`src/rtl/tpf_pkg.sv`:
```
/*
  Package for the two-word prefetch and cycle accounting block.
  Holds bus timing, queue depth, addressing-mode codes and cost tables.
  Assumes a single 100 MHz clock domain and no software-visible registers.
*/
`default_nettype none
package tpf_pkg;
  // Queue depth in words
  localparam int unsigned TPF_QDEPTH = 2;
  // Clock periods per zero-wait bus cycle
  localparam logic [7:0] TPF_BUS_CLKS = 8'h04;
  // Extra clocks of the predecrement modes
  localparam logic [7:0] TPF_PREDEC_CLKS = 8'h02;
  // Extra clocks of the indexed modes over displacement modes
  localparam logic [7:0] TPF_INDEX_CLKS = 8'h02;
  // Internal move clocks that are not bus cycles (zero for moves)
  localparam logic [7:0] TPF_MOVE_INT_CLKS = 8'h00;
  // Reset value of the program counter
  localparam logic [23:0] TPF_PC_RST = 24'h00_0000;
  // Step between instruction-stream words in bytes
  localparam logic [23:0] TPF_PC_STEP = 24'h00_0002;

  // Effective address mode codes
  typedef enum logic [3:0] {
    TPF_EA_DREG, TPF_EA_AREG, TPF_EA_IND, TPF_EA_POSTINC, TPF_EA_PREDEC,
    TPF_EA_DISP, TPF_EA_INDEX, TPF_EA_ABSW, TPF_EA_ABSL, TPF_EA_PCDISP,
    TPF_EA_PCINDEX, TPF_EA_IMM
  } tpf_ea_t;

  // Extension words of each mode for byte/word and long operands
  function automatic logic [2:0] tpf_ext_words(input tpf_ea_t m, input logic is_long);
    case (m)
      TPF_EA_DISP, TPF_EA_INDEX, TPF_EA_ABSW, TPF_EA_PCDISP, TPF_EA_PCINDEX:
        tpf_ext_words = 3'h1;
      TPF_EA_ABSL: tpf_ext_words = 3'h2;
      TPF_EA_IMM: tpf_ext_words = is_long ? 3'h2 : 3'h1;
      default: tpf_ext_words = 3'h0;
    endcase
  endfunction

  // Memory operand words read by a source mode
  function automatic logic [2:0] tpf_opnd_words(input tpf_ea_t m, input logic is_long);
    case (m)
      TPF_EA_DREG, TPF_EA_AREG, TPF_EA_IMM: tpf_opnd_words = 3'h0;
      default: tpf_opnd_words = is_long ? 3'h2 : 3'h1;
    endcase
  endfunction

  // Internal clocks of a mode beyond its bus cycles
  function automatic logic [7:0] tpf_int_clks(input tpf_ea_t m);
    case (m)
      TPF_EA_PREDEC: tpf_int_clks = TPF_PREDEC_CLKS;
      TPF_EA_INDEX, TPF_EA_PCINDEX: tpf_int_clks = TPF_INDEX_CLKS;
      default: tpf_int_clks = 8'h00;
    endcase
  endfunction
endpackage
`default_nettype wire

```
`src/rtl/tpf_core.sv`:
```
/*
  Two-word instruction prefetch queue with bus-cycle and clock accounting.
  A one-cycle start pulse presents an instruction (kind, modes, size); the block
  then runs its bus cycles in prefetch order and counts clock periods.
  Assumes memory pulses i_mem_rdy one clock into each cycle, later by its waits,
  and that i_mem_rdy comes from a pin (so it is synchronised here).
*/
// Functional notes
// - Keep a two word prefetch queue
// - Opword decoded, next word fetched at start
// - Refill one slot per consumed extension word
// - Last fetch when opword dropped
// - Branching single word wastes second prefetch
// - Interrupt or trace discards both prefetched words
// - PC holds last fetched stream address
// - Bus cycle is four clocks nominal
// - Wait states add clocks to total
// - Count includes fetches, operand reads, stores
// - EA never writes; register and abs long costs
// - Indirect, postinc, immediate cost four/eight
// - Predecrement adds two clocks
// - Displacement, abs short, pc_displacement_mode eight/twelve
// - Indexed modes ten/fourteen, any index_reg size
// - Register moves four, to indirect eight
// - Abs long to abs long byte move 28
// - Long moves twelve and thirty six
`timescale 1ns/100ps
`default_nettype none
module tpf_core (
  input wire logic i_sys_clk,
  input wire logic i_nrst,
  input wire logic i_start,
  input wire logic i_is_move,
  input wire logic i_is_long,
  input wire logic [3:0] i_src_mode,
  input wire logic [3:0] i_dst_mode,
  input wire logic i_branch,
  input wire logic i_exception,
  input wire logic [23:0] i_target,
  input wire logic i_mem_rdy,
  output logic o_busy,
  output logic o_rd_strobe,
  output logic o_wr_strobe,
  output logic o_istream,
  output logic [23:0] o_pc,
  output logic [1:0] o_queue_valid,
  output logic [15:0] o_clk_count,
  output logic [3:0] o_rd_count,
  output logic [3:0] o_wr_count,
  output logic o_done
);
  // Sequencer states
  typedef enum logic [2:0] {TPF_IDLE, TPF_INT, TPF_BUS, TPF_DONE} tpf_st_t;

  // Synchroniser on the memory ready pin
  logic rdy_meta_r, rdy_sync_r;
  // Sequencer state and its next value
  tpf_st_t st_r, st_nxt;
  // Pending istream fetches, operand reads, writes and internal clocks
  logic [3:0] ifetch_r, ifetch_nxt;
  logic [3:0] oread_r, oread_nxt;
  logic [3:0] owrite_r, owrite_nxt;
  logic [7:0] intc_r, intc_nxt;
  // Program counter: address of last fetched stream word
  logic [23:0] pc_r, pc_nxt;
  // Queue occupancy bits
  logic [1:0] qv_r, qv_nxt;
  // Accumulated totals
  logic [15:0] clk_r, clk_nxt;
  logic [3:0] rd_r, rd_nxt;
  logic [3:0] wr_r, wr_nxt;
  // Current bus cycle kind: 1 = stream fetch
  logic cyc_if_r, cyc_if_nxt;
  logic cyc_wr_r, cyc_wr_nxt;
  logic done_r, done_nxt;
  // Decoded request fields
  tpf_pkg::tpf_ea_t src_m, dst_m;
  logic [3:0] ext_tot, src_rd, dst_wr;
  logic [7:0] int_tot;

  assign src_m = tpf_pkg::tpf_ea_t'(i_src_mode);
  assign dst_m = tpf_pkg::tpf_ea_t'(i_dst_mode);

  // Request decode: moves have two modes, others only a source
  always_comb
  begin
    // Extension words cost one stream fetch each
    ext_tot = {1'b0, tpf_pkg::tpf_ext_words(src_m, i_is_long)};
    src_rd = {1'b0, tpf_pkg::tpf_opnd_words(src_m, i_is_long)};
    int_tot = tpf_pkg::tpf_int_clks(src_m);
    dst_wr = 4'h0;
    if (i_is_move)
    begin
      // Destination cost is extension words, index clocks and stores, no predec penalty
      ext_tot = ext_tot + {1'b0, tpf_pkg::tpf_ext_words(dst_m, 1'b0)};
      if (dst_m == tpf_pkg::TPF_EA_INDEX)
        int_tot = int_tot + tpf_pkg::TPF_INDEX_CLKS;
      if (dst_m != tpf_pkg::TPF_EA_DREG && dst_m != tpf_pkg::TPF_EA_AREG)
        dst_wr = i_is_long ? 4'h2 : 4'h1;
      int_tot = int_tot + tpf_pkg::TPF_MOVE_INT_CLKS;
    end
  end

  // Two-flop synchroniser; only the second flop is read
  always_ff @(posedge i_sys_clk or negedge i_nrst)
  begin
    if (!i_nrst)
    begin
      rdy_meta_r <= 1'b0;
      rdy_sync_r <= 1'b0;
    end
    else
    begin
      rdy_meta_r <= i_mem_rdy;
      rdy_sync_r <= rdy_meta_r;
    end
  end

  // Sequencer next state; stream fetches run before operand cycles
  always_comb
  begin
    st_nxt = st_r;
    ifetch_nxt = ifetch_r;
    oread_nxt = oread_r;
    owrite_nxt = owrite_r;
    intc_nxt = intc_r;
    pc_nxt = pc_r;
    qv_nxt = qv_r;
    clk_nxt = clk_r;
    rd_nxt = rd_r;
    wr_nxt = wr_r;
    cyc_if_nxt = cyc_if_r;
    cyc_wr_nxt = cyc_wr_r;
    done_nxt = 1'b0;
    case (st_r)
      TPF_IDLE:
      begin
        if (i_start)
        begin
          // Opword decoded and next word already held at entry
          qv_nxt = 2'b11;
          clk_nxt = 16'h0000;
          rd_nxt = 4'h0;
          wr_nxt = 4'h0;
          // Own refetches plus the final one when opword is dropped
          ifetch_nxt = ext_tot + 4'h1;
          oread_nxt = src_rd;
          owrite_nxt = dst_wr;
          intc_nxt = int_tot;
          if (i_branch || i_exception)
          begin
            // Queued words are dropped unused; refill both from target
            qv_nxt = 2'b00;
            ifetch_nxt = i_exception ? 4'h2 : ext_tot + 4'h2;
            pc_nxt = i_target - tpf_pkg::TPF_PC_STEP;
          end
          st_nxt = TPF_INT;
        end
      end
      TPF_INT:
      begin
        // Internal clocks first, then bus cycles
        if (intc_r != 8'h00)
        begin
          intc_nxt = intc_r - 8'h01;
          clk_nxt = clk_r + 16'h0001;
        end
        else if (ifetch_r != 4'h0 || oread_r != 4'h0 || owrite_r != 4'h0)
        begin
          cyc_if_nxt = (ifetch_r != 4'h0);
          cyc_wr_nxt = (ifetch_r == 4'h0) && (oread_r == 4'h0);
          st_nxt = TPF_BUS;
        end
        else
          st_nxt = TPF_DONE;
      end
      TPF_BUS:
      begin
        // Every bus clock counts, so wait states add themselves
        clk_nxt = clk_r + 16'h0001;
        if (rdy_sync_r)
        begin
          if (cyc_if_r)
          begin
            ifetch_nxt = ifetch_r - 4'h1;
            pc_nxt = pc_r + tpf_pkg::TPF_PC_STEP;
            qv_nxt = {qv_r[0], 1'b1};
            rd_nxt = rd_r + 4'h1;
          end
          else if (cyc_wr_r)
          begin
            owrite_nxt = owrite_r - 4'h1;
            wr_nxt = wr_r + 4'h1;
          end
          else
          begin
            oread_nxt = oread_r - 4'h1;
            rd_nxt = rd_r + 4'h1;
          end
          st_nxt = TPF_INT;
        end
      end
      TPF_DONE:
      begin
        done_nxt = 1'b1;
        st_nxt = TPF_IDLE;
      end
      default: st_nxt = TPF_IDLE;
    endcase
  end

  // State registers
  always_ff @(posedge i_sys_clk or negedge i_nrst)
  begin
    if (!i_nrst)
    begin
      st_r <= TPF_IDLE;
      ifetch_r <= 4'h0;
      oread_r <= 4'h0;
      owrite_r <= 4'h0;
      intc_r <= 8'h00;
      pc_r <= tpf_pkg::TPF_PC_RST;
      qv_r <= 2'b00;
      clk_r <= 16'h0000;
      rd_r <= 4'h0;
      wr_r <= 4'h0;
      cyc_if_r <= 1'b0;
      cyc_wr_r <= 1'b0;
      done_r <= 1'b0;
    end
    else
    begin
      st_r <= st_nxt;
      ifetch_r <= ifetch_nxt;
      oread_r <= oread_nxt;
      owrite_r <= owrite_nxt;
      intc_r <= intc_nxt;
      pc_r <= pc_nxt;
      qv_r <= qv_nxt;
      clk_r <= clk_nxt;
      rd_r <= rd_nxt;
      wr_r <= wr_nxt;
      cyc_if_r <= cyc_if_nxt;
      cyc_wr_r <= cyc_wr_nxt;
      done_r <= done_nxt;
    end
  end

  // Outputs; strobes are combinational handshake signals
  assign o_busy = (st_r != TPF_IDLE);
  assign o_rd_strobe = (st_r == TPF_BUS) && !cyc_wr_r;
  assign o_wr_strobe = (st_r == TPF_BUS) && cyc_wr_r;
  assign o_istream = (st_r == TPF_BUS) && cyc_if_r;
  assign o_pc = pc_r;
  assign o_queue_valid = qv_r;
  assign o_clk_count = clk_r;
  assign o_rd_count = rd_r;
  assign o_wr_count = wr_r;
  assign o_done = done_r;

  // Effective address processing never writes while fetching
  chk_no_fetch_write: assert property (@(posedge i_sys_clk) disable iff (!i_nrst)
    o_istream |-> !o_wr_strobe) else $error("write during stream fetch");
  // Entry fills both queue slots for a plain start
  chk_queue_full_entry: assert property (@(posedge i_sys_clk) disable iff (!i_nrst)
    (st_r == TPF_IDLE && i_start && !i_branch && !i_exception) |=> qv_r == 2'b11)
    else $error("queue not full at entry");
  // Exceptions discard both words
  chk_exc_discard: assert property (@(posedge i_sys_clk) disable iff (!i_nrst)
    (st_r == TPF_IDLE && i_start && i_exception) |=> qv_r == 2'b00)
    else $error("queue kept on exception");
  // Stream fetch advances the program counter by one word
  chk_pc_step: assert property (@(posedge i_sys_clk) disable iff (!i_nrst)
    (o_istream && rdy_sync_r) |=> pc_r == $past(pc_r) + tpf_pkg::TPF_PC_STEP)
    else $error("pc did not advance");
  // Every clock of a bus cycle is counted
  chk_bus_clk_count: assert property (@(posedge i_sys_clk) disable iff (!i_nrst)
    (st_r == TPF_BUS) |=> clk_r == $past(clk_r) + 16'h0001)
    else $error("bus clock not counted");
  // A stream fetch ends with the read count up by one
  chk_fetch_counted: assert property (@(posedge i_sys_clk) disable iff (!i_nrst)
    (o_istream && rdy_sync_r) |=> rd_r == $past(rd_r) + 4'h1)
    else $error("fetch not counted");
  // Done follows idle-bound completion for one cycle
  chk_done_pulse: assert property (@(posedge i_sys_clk) disable iff (!i_nrst)
    o_done |=> !o_done) else $error("done longer than a cycle");
  // Branch leaves queue empty until refetch
  chk_branch_refill: assert property (@(posedge i_sys_clk) disable iff (!i_nrst)
    (st_r == TPF_IDLE && i_start && i_branch) |=> (qv_r == 2'b00 && ifetch_r >= 4'h2))
    else $error("branch refill wrong");
  // Both slots are refilled by the time an instruction reports done
  chk_done_queue_full: assert property (@(posedge i_sys_clk) disable iff (!i_nrst)
    o_done |-> qv_r == 2'h3)
    else $error("queue not refilled at done");
  // An exception fetches exactly the two target words and nothing of its own
  chk_exc_two_fetch: assert property (@(posedge i_sys_clk) disable iff (!i_nrst)
    (st_r == TPF_IDLE && i_start && i_exception) |=> ifetch_r == 4'h2)
    else $error("exception fetch count wrong");
  // No strobe may stand while the sequencer is idle
  chk_idle_no_strobe: assert property (@(posedge i_sys_clk) disable iff (!i_nrst)
    !o_busy |-> (!o_rd_strobe && !o_wr_strobe))
    else $error("strobe while idle");
endmodule // tpf_core
`default_nettype wire

```
`config.mk`:
```
export PLATFORM = sky130hd
export DESIGN_NAME = tpf_core
export DESIGN_NICKNAME = d
export VERILOG_FILES = /design/src/rtl/tpf_pkg.sv /design/src/rtl/tpf_core.sv
export SDC_FILE = /design/constraint.sdc
export NUM_CORES = 1
export LEC_CHECK = 0
export ABC_CLOCK_PERIOD_IN_PS = 3600
export BUFFER_PORTS_ARGS = -buffer_cell sky130_fd_sc_hd__buf_2
export CAP_MARGIN = 20
export CORE_ASPECT_RATIO = 1.25
export CORE_MARGIN = 2
export CORE_UTILIZATION = 35
export CTS_BUF_LIST = sky130_fd_sc_hd__clkbuf_4
export DETAILED_ROUTE_END_ITERATION = 7
export PLACE_DENSITY = 0.52
export SYNTH_ARGS = -nofsm -noshare
export SYNTH_HDL_FRONTEND = slang
export SYNTH_SLANG_ARGS = --single-unit
export TNS_END_PERCENT = 30
```
`constraint.sdc`:
```
create_clock -name i_sys_clk -period 3.6 [get_ports i_sys_clk]
set_input_delay 0.18 -clock i_sys_clk [delete_from_list [all_inputs] [get_ports i_sys_clk]]
set_output_delay 0.18 -clock i_sys_clk [all_outputs]
set_load 0.02 [all_outputs]
```
==> impl_metrics.env, run 1 <==
export IMPL_tns_ns=0
export IMPL_startpoint_type="register"
export IMPL_place_area_sq_um=5690
export IMPL_finalHoldViolations=0
export IMPL_crit_family="simple AND/OR/NAND/NOR gates"
export IMPL_worst_pin_slew_ns=0.872
export IMPL_drtAntennaViolNets=0
export IMPL_drt_first_pass_iters=4
export IMPL_synth_top_family_by_area="simple AND/OR/NAND/NOR gates"
export IMPL_cellPowerDensity_nw_per_um2=733
export IMPL_numPlacedInstances=836
export IMPL_place_hpwl_um=9720
export IMPL_crit_slowest_cell="or3b_2"
export IMPL_cts_buffers_inserted=9
export IMPL_yosysWarnings=0
export IMPL_cp_data_arrival_time_ns=3.07
export IMPL_cts_buffer_depth=2
export IMPL_io_buffers=94
export IMPL_clock_sinks=77
export IMPL_wl_per_cell_um=15.4
export IMPL_grt_pass1_wl_um=22000
export IMPL_fin_crit_ns=2.75
export IMPL_met3_usage_pct=3.38
export IMPL_ys_seq_area_share_pct=38.3
export IMPL_grt_use_met1_pct=22.1
export IMPL_maxCapViolCount=0
export IMPL_grt_pass1_vias=4508
export IMPL_drt_iter0_drc=204
export IMPL_path_clk_slew_ns=0.12
export IMPL_wl_um=13200
export IMPL_layout_nets=734
export IMPL_routabilityCongestion=0.831
export IMPL_synth_nets=641
export IMPL_slew_viol_final=0
export IMPL_initial_utilization_pct=35.4
export IMPL_min_path_type="in -> reg"
export IMPL_synth_compound_area_share_pct=16.7
export IMPL_required_ns=3.92
export IMPL_post_place_ws_ns=0.881
export IMPL_layout_drive_gt1_share_pct=19.9
export IMPL_synth_mux_area_share_pct=3.26
export IMPL_syn_inst=580
export IMPL_syn_area_per_cell_sq_um=8.68
export IMPL_critPathBufInv=2
export IMPL_synth_fa_ha_area_share_pct=5.37
export IMPL_drc=0
export IMPL_rr_startpoint="st_r[0]$_DFFE_PN0P_"
export IMPL_ys_types=69
export IMPL_root_buffer="clkbuf_4"
export IMPL_synth_xor_area_share_pct=6.96
export IMPL_skew_ns=0.0127
export IMPL_crit_chain="inv_1, ha_1, or3b_2, and3_1, buf_4, a41oi_1, nor2_1, a221o_1"
export IMPL_rsz0062_at_grt="false"
export IMPL_die_y_um=138
export IMPL_routed_via_density=5.39
export IMPL_htreeDepth=3
export IMPL_ir_drop_mv=0.311
export IMPL_overflow=0
export IMPL_rows=49
export IMPL_timing_fmax_mhz=364
export IMPL_path_max_fanout=16
export IMPL_grt_max_degree=78
export IMPL_ys_flop_type="dfrtp_1"
export IMPL_met2_usage_pct=29.3
export IMPL_final_cells=856
export IMPL_area_delta_synth_final_pct=17.4
export IMPL_grt_use_total_pct=17.3
export IMPL_synth_edf_count=0
export IMPL_path_class="reg -> reg"
export IMPL_end_kind="register"
export IMPL_final_common_cell="buf_2"
export IMPL_coreArea_sq_um=14200
export IMPL_antenna_found_initial=1
export IMPL_die_width_um=111
export IMPL_report_final_setup_viol=0
export IMPL_total_power_w=0.00433
export IMPL_p_leak_nw=2.60
export IMPL_final_cell_mix="93 x buf_2, 77 x dfrtp_1, 73 x nor2_1, 53 x nand2_1, 35 x o21ai_0"
export IMPL_max_slew_margin_rel_pct=41.3
export IMPL_cts_resized=0
export IMPL_crit_start="st_r[0]$_DFFE_PN0P_"
export IMPL_final_area_sq_um=5910
export IMPL_max_stage_delay_ns=0.49
export IMPL_busiest_layer="met2"
export IMPL_synthSimpleGateAreaFrac_pct=25.7
export IMPL_cts_tree="yes"
export IMPL_finalCritPeriodShare_pct=76.3
export IMPL_dieArea_sq_um=15400
export IMPL_clk_latency_ns=0.43
export IMPL_min_from="i_target[4]"
export IMPL_syn_area_sq_um=5030
export IMPL_synthArstFlopShare_pct=100
export IMPL_via_count=4610
export IMPL_synth_seq_cells=77
export IMPL_status="finished clean"
export IMPL_fin_ws_ns=0.854
export IMPL_io_pins=95
## path summary, 6_finish.rpt
path | to | slack (ns) | cells past startpoint
worst max-delay path | o_pc[15]$_DFFE_PN0P_ | 0.85 | 8
worst min-delay path | o_pc[4]$_DFFE_PN0P_ | 0.05 | 3
worst max register to register | o_pc[15]$_DFFE_PN0P_ | 0.85 | 8
worst min register to register | rdy_sync_r$_DFF_PN0_ | 0.37 | 0
max in group asynchronous | o_pc[23]$_DFFE_PN0P_ | 2.71 | 3
min in group asynchronous | owrite_r[0]$_DFFE_PN0P_ | 0.27 | 2
## power breakdown
| group | leakage, nW | total [W] | switching, W | internal (W) |
|---|---|---|---|---|
| clock network | 0.0909 | 0.000646 | 0.000303 | 0.000342 |
| logic | 1.54 | 0.00220 | 0.00138 | 0.000820 |
| registers | 0.967 | 0.00149 | 0.000341 | 0.00115 |
| total | 2.60 | 0.00433 | 0.00202 | 0.00231 |
## worst register-to-register path, stage by stage, from the launching register on
cell and delay (ns):
dfrtp_1 0.45, inv_1 0.10, ha_1 0.36, or3b_2 0.49, and3_1 0.40, buf_4 0.30, a41oi_1 0.22, nor2_1 0.07
a221o_1 0.25
## logic make-up (layout without fill, tap and decap cells)
group                      count (synthesis)  in the layout
adders and majority gates                 21             21
and+or+nand+nor                          254            254
xor gates and xnor gates                  40             40
AOI/OAI and AO/OA                        123            123
muxes                                     16             16
DFF                                       77             77
other                                      0              1
buffers and inverters                     49            146
## routing by layer
| metal | vias to the layer above | routed length (um) |
|---|---|---|
| met2 | 96 | 6400 |
| met1 | 2207 | 5990 |
| li1 | 2288 | - |
| met5 | - | 0 |
| met3 | 19 | 495 |
| met4 | 0 | 293 |
## what timing repair did
action,in CTS,in global routing
setup buffers,0,0
endpoints found under the hold margin,79,0
hold buffers,3,0
## final cells by class
| class | count | area (sq um) |
|---|---|---|
| Antenna cell | 1 | 2.50 |
| Clock inverter | 6 | 103 |
| Sequential cell | 77 | 1930 |
| Multi-Input combinational cell | 454 | 2920 |
| Timing Repair Buffer | 104 | 568 |
| Tap cell | 178 | 223 |
| Clock buffer | 9 | 67.6 |
| Inverter | 27 | 101 |
| Fill cell | 1475 | 8310 |
## state kept, by name, summed over array words and instances (netlist names)
signal,flops
rdy_sync_r,1
o_rd_count,4
o_queue_valid,2
cyc_wr_r,1
intc_r,8
o_pc,24
cyc_if_r,1
oread_r,4
o_done,1
o_clk_count,16
st_r,2
owrite_r,4
ifetch_r,4
o_wr_count,4
rdy_meta_r,1
## cell usage after synthesis, types with 4 or more instances
cell type	n	area [sq um]
dfrtp_1	77	1930
clkbuf_1	17	63.8
xor2_1	13	114
nor3_1	23	115
nand4_1	15	93.8
nor2b_1	5	31.3
and3_1	9	56.3
inv_1	26	97.6
nand3b_1	4	30.0
nand2b_1	8	50.1
nor4_1	13	81.3
nand2_1	53	199
ha_1	20	250
mux2i_1	13	130
o21ai_0	35	175
and2_1	4	25.0
o22ai_1	5	31.3
a221oi_1	5	43.8
or3b_2	4	35.0
o32ai_1	4	35.0
nor2_1	73	274
xnor2_1	27	236
nand3_1	22	110
a21oi_1	26	130
## stage by stage
stage	hold WS [ns]	util (%)
detailed placement	0.293	40.0
global route	0.0148	41.5
CTS	0.0199	41.4
floorplan	-0.116	-
finish	0.0533	41.5
global placement	0.293	40.0
(Power assumes the default switching activity.)
==> inputs of run 2 (changes only) <==
--- a/config.mk
+++ b/config.mk
@@ -5,7 +5,8 @@
 export SDC_FILE = /design/constraint.sdc
 export NUM_CORES = 1
 export LEC_CHECK = 0
-export ABC_CLOCK_PERIOD_IN_PS = 3600
+export ABC_AREA = 1
+export ABC_CLOCK_PERIOD_IN_PS = 2370
 export BUFFER_PORTS_ARGS = -buffer_cell sky130_fd_sc_hd__buf_2
 export CAP_MARGIN = 20
 export CORE_ASPECT_RATIO = 1.25
@@ -13,7 +14,7 @@
 export CORE_UTILIZATION = 35
 export CTS_BUF_LIST = sky130_fd_sc_hd__clkbuf_4
 export DETAILED_ROUTE_END_ITERATION = 7
-export PLACE_DENSITY = 0.52
+export PLACE_DENSITY = 0.53
 export SYNTH_ARGS = -nofsm -noshare
 export SYNTH_HDL_FRONTEND = slang
 export SYNTH_SLANG_ARGS = --single-unit
==> constraint.sdc (replaced) <==
create_clock -name i_sys_clk -period 2.37 [get_ports i_sys_clk]
set_input_delay 0.1185 -clock i_sys_clk [delete_from_list [all_inputs] [get_ports i_sys_clk]]
set_output_delay 0.1185 -clock i_sys_clk [all_outputs]
set_load 0.02 [all_outputs]
==> run 2 against run 1 <==
Clock-buffer cell count grew 1. Sequential power is 49% higher. Area after synthesis up 11%. Non-clock buffer count is 7 higher. Critical path type is now reg -> out.
==> impl_metrics.env, run 2 <==
export IMPL_status="finished clean"
export IMPL_min_path_cells=3
export IMPL_layout_nets=1012
export IMPL_yosysWarnings=0
export IMPL_numPlacedInstances=1147
export IMPL_cts_tree="yes"
export IMPL_grt_pass1_vias=5470
export IMPL_final_common_cell="nand2_1"
export IMPL_crit_slowest_cell="dfrtp_1"
export IMPL_wl_um=16100
export IMPL_synthTopCellsByArea="dfrtp_1 34%, nand2_1 16%, inv_1 7.4%"
export IMPL_ys_flop_type="dfrtp_1"
export IMPL_drc=0
export IMPL_grt_use_met1_pct=24.6
export IMPL_critPathBufInv=4
export IMPL_end_kind="output pin"
export IMPL_synthArstFlopShare_pct=100
export IMPL_final_area_sq_um=6590
export IMPL_drt_first_pass_iters=4
export IMPL_required_ns=2.25
export IMPL_routabilityCongestion=0.844
export IMPL_worst_pin_slew_ns=0.605
export IMPL_initial_utilization_pct=35.9
export IMPL_die_y_um=146
export IMPL_skew_ns=0.0313
export IMPL_synth_most_common_cell="nand2_1"
export IMPL_ys_seq_area_share_pct=34.3
export IMPL_path_class="reg -> out"
export IMPL_cp_num_cells=6
export IMPL_met2_usage_pct=34.5
export IMPL_root_buffer="clkbuf_4"
export IMPL_timing_fmax_mhz=468
export IMPL_io_buffers=94
export IMPL_place_hpwl_um=12400
export IMPL_max_slew_margin_rel_pct=59.6
export IMPL_ir_drop_mv=0.337
export IMPL_yosys_area_top_type="dfrtp_1"
export IMPL_rows=51
export IMPL_p_leak_nw=3.33
export IMPL_drtAntennaViolNets=0
export IMPL_fin_hold_ws_ns=0.0541
export IMPL_coreArea_sq_um=15600
export IMPL_die_width_um=117
export IMPL_cts_buffers_inserted=9
export IMPL_startpoint_type="register"
export IMPL_antenna_found_initial=1
export IMPL_report_final_setup_viol=0
export IMPL_synth_edf_count=0
export IMPL_cellPowerDensity_nw_per_um2=1000
export IMPL_busiest_layer="met2"
export IMPL_htreeDepth=3
export IMPL_syn_inst=846
export IMPL_via_count=5614
export IMPL_largest_register_ffs=24
export IMPL_dieArea_sq_um=17100
export IMPL_cts_buffer_depth=2
export IMPL_rrSetupSlack_ns=0.26
export IMPL_synth_nets=907
export IMPL_io_pins=95
export IMPL_rsz0062_at_grt="false"
export IMPL_synth_top_cell_area_share_pct=34.3
export IMPL_layout_drive_gt1_share_pct=14.5
export IMPL_grt_pass1_wl_um=26800
export IMPL_path_clk_slew_ns=0.16
export IMPL_max_stage_delay_ns=0.45
export IMPL_synth_seq_cells=77
export IMPL_place_area_sq_um=6370
export IMPL_clk_latency_ns=0.44
export IMPL_drt_iter0_drc=331
export IMPL_r2r_cells=10
export IMPL_met3_usage_pct=2.79
export IMPL_syn_area_sq_um=5610
export IMPL_syn_area_per_cell_sq_um=6.63
export IMPL_slew_viol_final=0
export IMPL_tns_ns=0
export IMPL_wl_per_cell_um=13.7
export IMPL_maxCapViolCount=0
export IMPL_finalCritPeriodShare_pct=90.1
export IMPL_finalHoldViolations=0
export IMPL_synth_common_cells="246 x nand2_1, 111 x inv_1, 94 x nor2_1"
export IMPL_path_max_fanout=14
export IMPL_fin_crit_ns=2.13
export IMPL_cpMostUsedCell="inv_1"
export IMPL_crit_family="buffers and inverters"
export IMPL_crit_chain="inv_1, ha_1, buf_4, nand2_1, inv_1, buf_2"
export IMPL_min_path_type="in -> reg"
export IMPL_clock_sinks=77
export IMPL_grt_use_total_pct=19.7
export IMPL_total_power_w=0.00661
export IMPL_routed_via_density=4.80
export IMPL_final_cell_mix="246 x nand2_1, 111 x inv_1, 94 x nor2_1, 93 x buf_2, 78 x nand3_1"
export IMPL_area_delta_synth_final_pct=17.5
export IMPL_grt_max_degree=43
export IMPL_ys_types=41
export IMPL_overflow=0
export IMPL_cp_data_arrival_time_ns=2.02
export IMPL_final_cells=1169
## run 2: repair_timing
| action | in CTS | in global routing |
|---|---|---|
| setup buffers | 0 | 0 |
| endpoints found under the hold margin | 39 | 0 |
| endpoints found under the setup margin | 0 | 2 |
| hold buffers | 5 | 0 |
| resized for setup | 0 | 2 |
## run 2: path summary, 6_finish.rpt
check,startpoint,end
setup reg to reg,st_r[0]$_DFFE_PN0P_,o_pc[5]$_DFFE_PN0P_
setup / recovery,st_r[0]$_DFFE_PN0P_,o_rd_strobe
hold reg to reg,rdy_meta_r$_DFF_PN0_,rdy_sync_r$_DFF_PN0_
max in group asynchronous,i_nrst,st_r[1]$_DFFE_PN0P_
min in group asynchronous,i_nrst,o_pc[19]$_DFFE_PN0P_
hold / removal,i_is_move,owrite_r[0]$_DFFE_PN0P_
## run 2: area by class of cell
type	instances	area (sq um)
diodes	1	2.50
clock buffers	10	75.1
clock inverters	6	95.1
fillers	1693	9040
inverters	113	427
multi-input cells	639	3160
flip-flops and latches	77	1930
well taps	212	265
repair buffers	111	638
## run 2: metal layers
layer  up-vias  part of all wire (%)
li1       2955                     -
met1      2520                    44
met2       129                    51
met3        10                   3.8
met4         0                   1.2
met5         -                     0
## run 2: stage by stage
step	utilization (%)	worst slack, ns
after global placement	40.7	0.0485
after floorplan	-	0.271
after CTS	42.1	0.163
after global routing	42.2	0.0424
final	42.2	0.235
after detailed placement	40.7	-0.00652
## run 2: report_power, final
group / internal (W) / leakage [nW] / switching [W]
logic: 0.00113 / 2.25 / 0.00228
registers: 0.00174 / 0.992 / 0.000480
clock network: 0.000451 / 0.0852 / 0.000535
total: 0.00332 / 3.33 / 0.00329
## run 2: worst min-delay path, stage by stage
cell,delay (ns)
buf_2,0.15
nand4_1,0.11
a22oi_1,0.06
## run 2: cell families (layout without fill, tap and decap cells)
group	count (synthesis)	in the layout	share of synthesized area, %
flip-flops	77	77	34.3
AO/OA/AOI/OAI	118	118	11.6
XOR/XNOR	22	22	3.43
buffers and inverters	130	240	9.25
other	0	1	0
AND/OR/NAND/NOR	478	478	36.5
adder cells (fa/ha/maj)	21	21	4.82
==> inputs of run 3 (changes only) <==
--- a/config.mk
+++ b/config.mk
@@ -13,6 +13,7 @@
 export CORE_MARGIN = 2
 export CORE_UTILIZATION = 35
 export CTS_BUF_LIST = sky130_fd_sc_hd__clkbuf_4
+export CTS_CLUSTER_SIZE = 30
 export DETAILED_ROUTE_END_ITERATION = 7
 export PLACE_DENSITY = 0.53
 export SYNTH_ARGS = -nofsm -noshare
==> constraint.sdc (replaced) <==
create_clock -name i_sys_clk -period 2.37 [get_ports i_sys_clk]
set_input_delay 0.237 -clock i_sys_clk [delete_from_list [all_inputs] [get_ports i_sys_clk]]
set_output_delay 0.237 -clock i_sys_clk [all_outputs]
set_load 0.02 [all_outputs]
==> run 3 against run 2 <==
Maximum frequency increased by 0.88%. Non-clock buffer count increased by 5. Register-to-register slack improved by 0.03 ns. Hold slack got worse by 0.013 ns. Critical path depth unchanged. First-iteration DRC count increased by 15%. Clock skew decreased by 0.013 ns.
==> impl_metrics.env, run 3 (same netlist as run 2, synthesis figures left out) <==
export IMPL_status="finished clean"
export IMPL_coreArea_sq_um=15600
export IMPL_cts_tree="yes"
export IMPL_numPlacedInstances=1155
export IMPL_r2r_cells=10
export IMPL_rsz0062_at_grt="true"
export IMPL_seqCellArea_sq_um=1930
export IMPL_cts_buffer_depth=2
export IMPL_drt_first_pass_iters=5
export IMPL_finalCritPeriodShare_pct=89.3
export IMPL_dieArea_sq_um=17100
export IMPL_antenna_found_initial=1
export IMPL_io_pins=95
export IMPL_grt_use_total_pct=19.0
export IMPL_drtAntennaViolNets=0
export IMPL_cpMostUsedCell="inv_1"
export IMPL_post_place_ws_ns=-0.149
export IMPL_grt_pass1_vias=5321
export IMPL_area_delta_synth_final_pct=17.8
export IMPL_timing_fmax_mhz=472
export IMPL_clk_latency_ns=0.43
export IMPL_overflow=0
export IMPL_r2r_end="oread_r[3]$_DFFE_PN0P_"
export IMPL_max_stage_delay_ns=0.44
export IMPL_min_path_cells=3
export IMPL_crit_slowest_cell="dfrtp_1"
export IMPL_clock_sinks=77
export IMPL_total_power_w=0.00652
export IMPL_routabilityCongestion=0.865
export IMPL_layout_nets=1017
export IMPL_cp_data_arrival_time_ns=1.88
export IMPL_p_leak_nw=3.35
export IMPL_final_cells=1174
export IMPL_grt_max_degree=40
export IMPL_drt_iter0_drc=381
export IMPL_rows=51
export IMPL_min_from="i_target[0]"
export IMPL_switching_share_pct=50.6
export IMPL_path_max_fanout=14
export IMPL_fin_ws_ns=0.254
export IMPL_layout_drive_gt1_share_pct=15.5
export IMPL_skew_ns=0.0186
export IMPL_finalHoldViolations=0
export IMPL_path_class="reg -> out"
export IMPL_report_final_setup_viol=0
export IMPL_required_ns=2.13
export IMPL_worst_pin_slew_ns=0.631
export IMPL_slew_viol_final=0
export IMPL_io_buffers=94
export IMPL_htreeDepth=3
export IMPL_cts_setup_buffers=0
export IMPL_fin_crit_ns=2.12
export IMPL_max_slew_margin_rel_pct=57.9
export IMPL_initial_utilization_pct=35.9
export IMPL_routed_via_density=4.82
export IMPL_root_buffer="clkbuf_4"
export IMPL_hold_end="o_pc[0]$_DFFE_PN0P_"
export IMPL_pwr_share_seq_pct=34.1
export IMPL_via_count=5660
export IMPL_rr_startpoint="st_r[0]$_DFFE_PN0P_"
export IMPL_die_width_um=117
export IMPL_wl_per_cell_um=13.5
export IMPL_cts_buffers_inserted=9
export IMPL_wl_um=15900
export IMPL_largest_register_ffs=24
export IMPL_p_sw_w=0.00329
export IMPL_crit_chain="inv_1, ha_4, buf_4, nand2_1, inv_1, buf_2"
export IMPL_ir_drop_mv=0.374
export IMPL_p_clk_share_pct=13.3
export IMPL_place_hpwl_um=12400
export IMPL_maxCapViolCount=0
export IMPL_fillerInstances=1714
export IMPL_cellPowerDensity_nw_per_um2=986
export IMPL_startpoint_type="register"
export IMPL_final_common_cell="nand2_1"
export IMPL_tns_ns=0
export IMPL_path_clk_slew_ns=0.15
export IMPL_grt_pass1_wl_um=26100
export IMPL_min_path_type="in -> reg"
export IMPL_multiInputGateArea_sq_um=3190
export IMPL_rrSetupSlack_ns=0.29
export IMPL_p_int_w=0.00322
export IMPL_die_y_um=146
export IMPL_end_kind="output pin"
export IMPL_final_cell_mix="246 x nand2_1, 111 x inv_1, 94 x nor2_1, 93 x buf_2, 78 x nand3_1"
export IMPL_drc=0
export IMPL_combPwrFrac_pct=52.6
[run 3: per-layer routing]
metal	track usage (%)	part of all wire [%]	vias up
met3	2.67	3.5	13
met1	24.7	46	2569
li1	-	-	2965
met5	0	0	-
met4	6.18	1.6	0
met2	32.0	49	113
[run 3: repair_timing]
item | 4_1_cts | 5_1_grt
hold buffers | 2 | 0
hold endpoints to repair | 30 | 0
endpoints found under the setup margin | 0 | 23
resized for setup | 0 | 4
[run 3: final cells by class]
cell class	instances	share of cell area (%)
Antenna cell	1	0.0379
Clock buffer	9	1.02
Clock inverter	7	1.19
Inverter	113	6.42
Multi-Input combinational cell	639	48.2
Sequential cell	77	29.2
Tap cell	212	4.01
Timing Repair Buffer	116	9.92
[run 3: through the flow]
| step | cell area, sq um | util (%) | hold slack, ns |
|---|---|---|---|
| 5_1_grt | 6610 | 42.3 | 0.0470 |
| 6_report | 6610 | 42.3 | 0.0408 |
| 3_5_place_dp | 6420 | 41.0 | 0.228 |
| 3_3_place_gp | 6420 | 41.0 | 0.223 |
| 4_1_cts | 6580 | 42.1 | 0.00642 |
| 2_1_floorplan | 5610 | - | -0.0586 |
[run 3: power groups by stage]
stage                     combinational, W  clock [W]  sequential, W
after detailed placement           0.00342          0        0.00224
after global placement             0.00339          0        0.00226
after global routing               0.00392   0.000954        0.00229
after floorplan                    0.00212          0        0.00244
final                              0.00343   0.000864        0.00222
after CTS                          0.00345   0.000904        0.00222
[run 3: how the worst max path moves through the flow]
| stage | depth (start not counted) | start | end | slack (ns) |
|---|---|---|---|---|
| 6_report | 6 | st_r[0]$_DFFE_PN0P_ | o_rd_strobe | 0.25 |
| 5_1_grt | 10 | st_r[0]$_DFFE_PN0P_ | oread_r[3]$_DFFE_PN0P_ | -0.008 |
| 4_1_cts | 6 | st_r[0]$_DFFE_PN0P_ | o_rd_strobe | 0.02 |
| 3_5_place_dp | 17 | i_src_mode[3] | ifetch_r[2]$_DFFE_PN0P_ | -0.15 |
| 3_3_place_gp | 17 | i_src_mode[3] | ifetch_r[2]$_DFFE_PN0P_ | -0.09 |
| 2_1_floorplan | 16 | i_src_mode[3] | ifetch_r[2]$_DFFE_PN0P_ | 0.15 |
[run 3: worst max-delay path, delay by kind of cell (launching register included)]
kind          cells  cell delay (ns)
fa+ha+maj         1             0.22
flops             1             0.44
buf+inv           4             0.64
simple gates      1             0.15
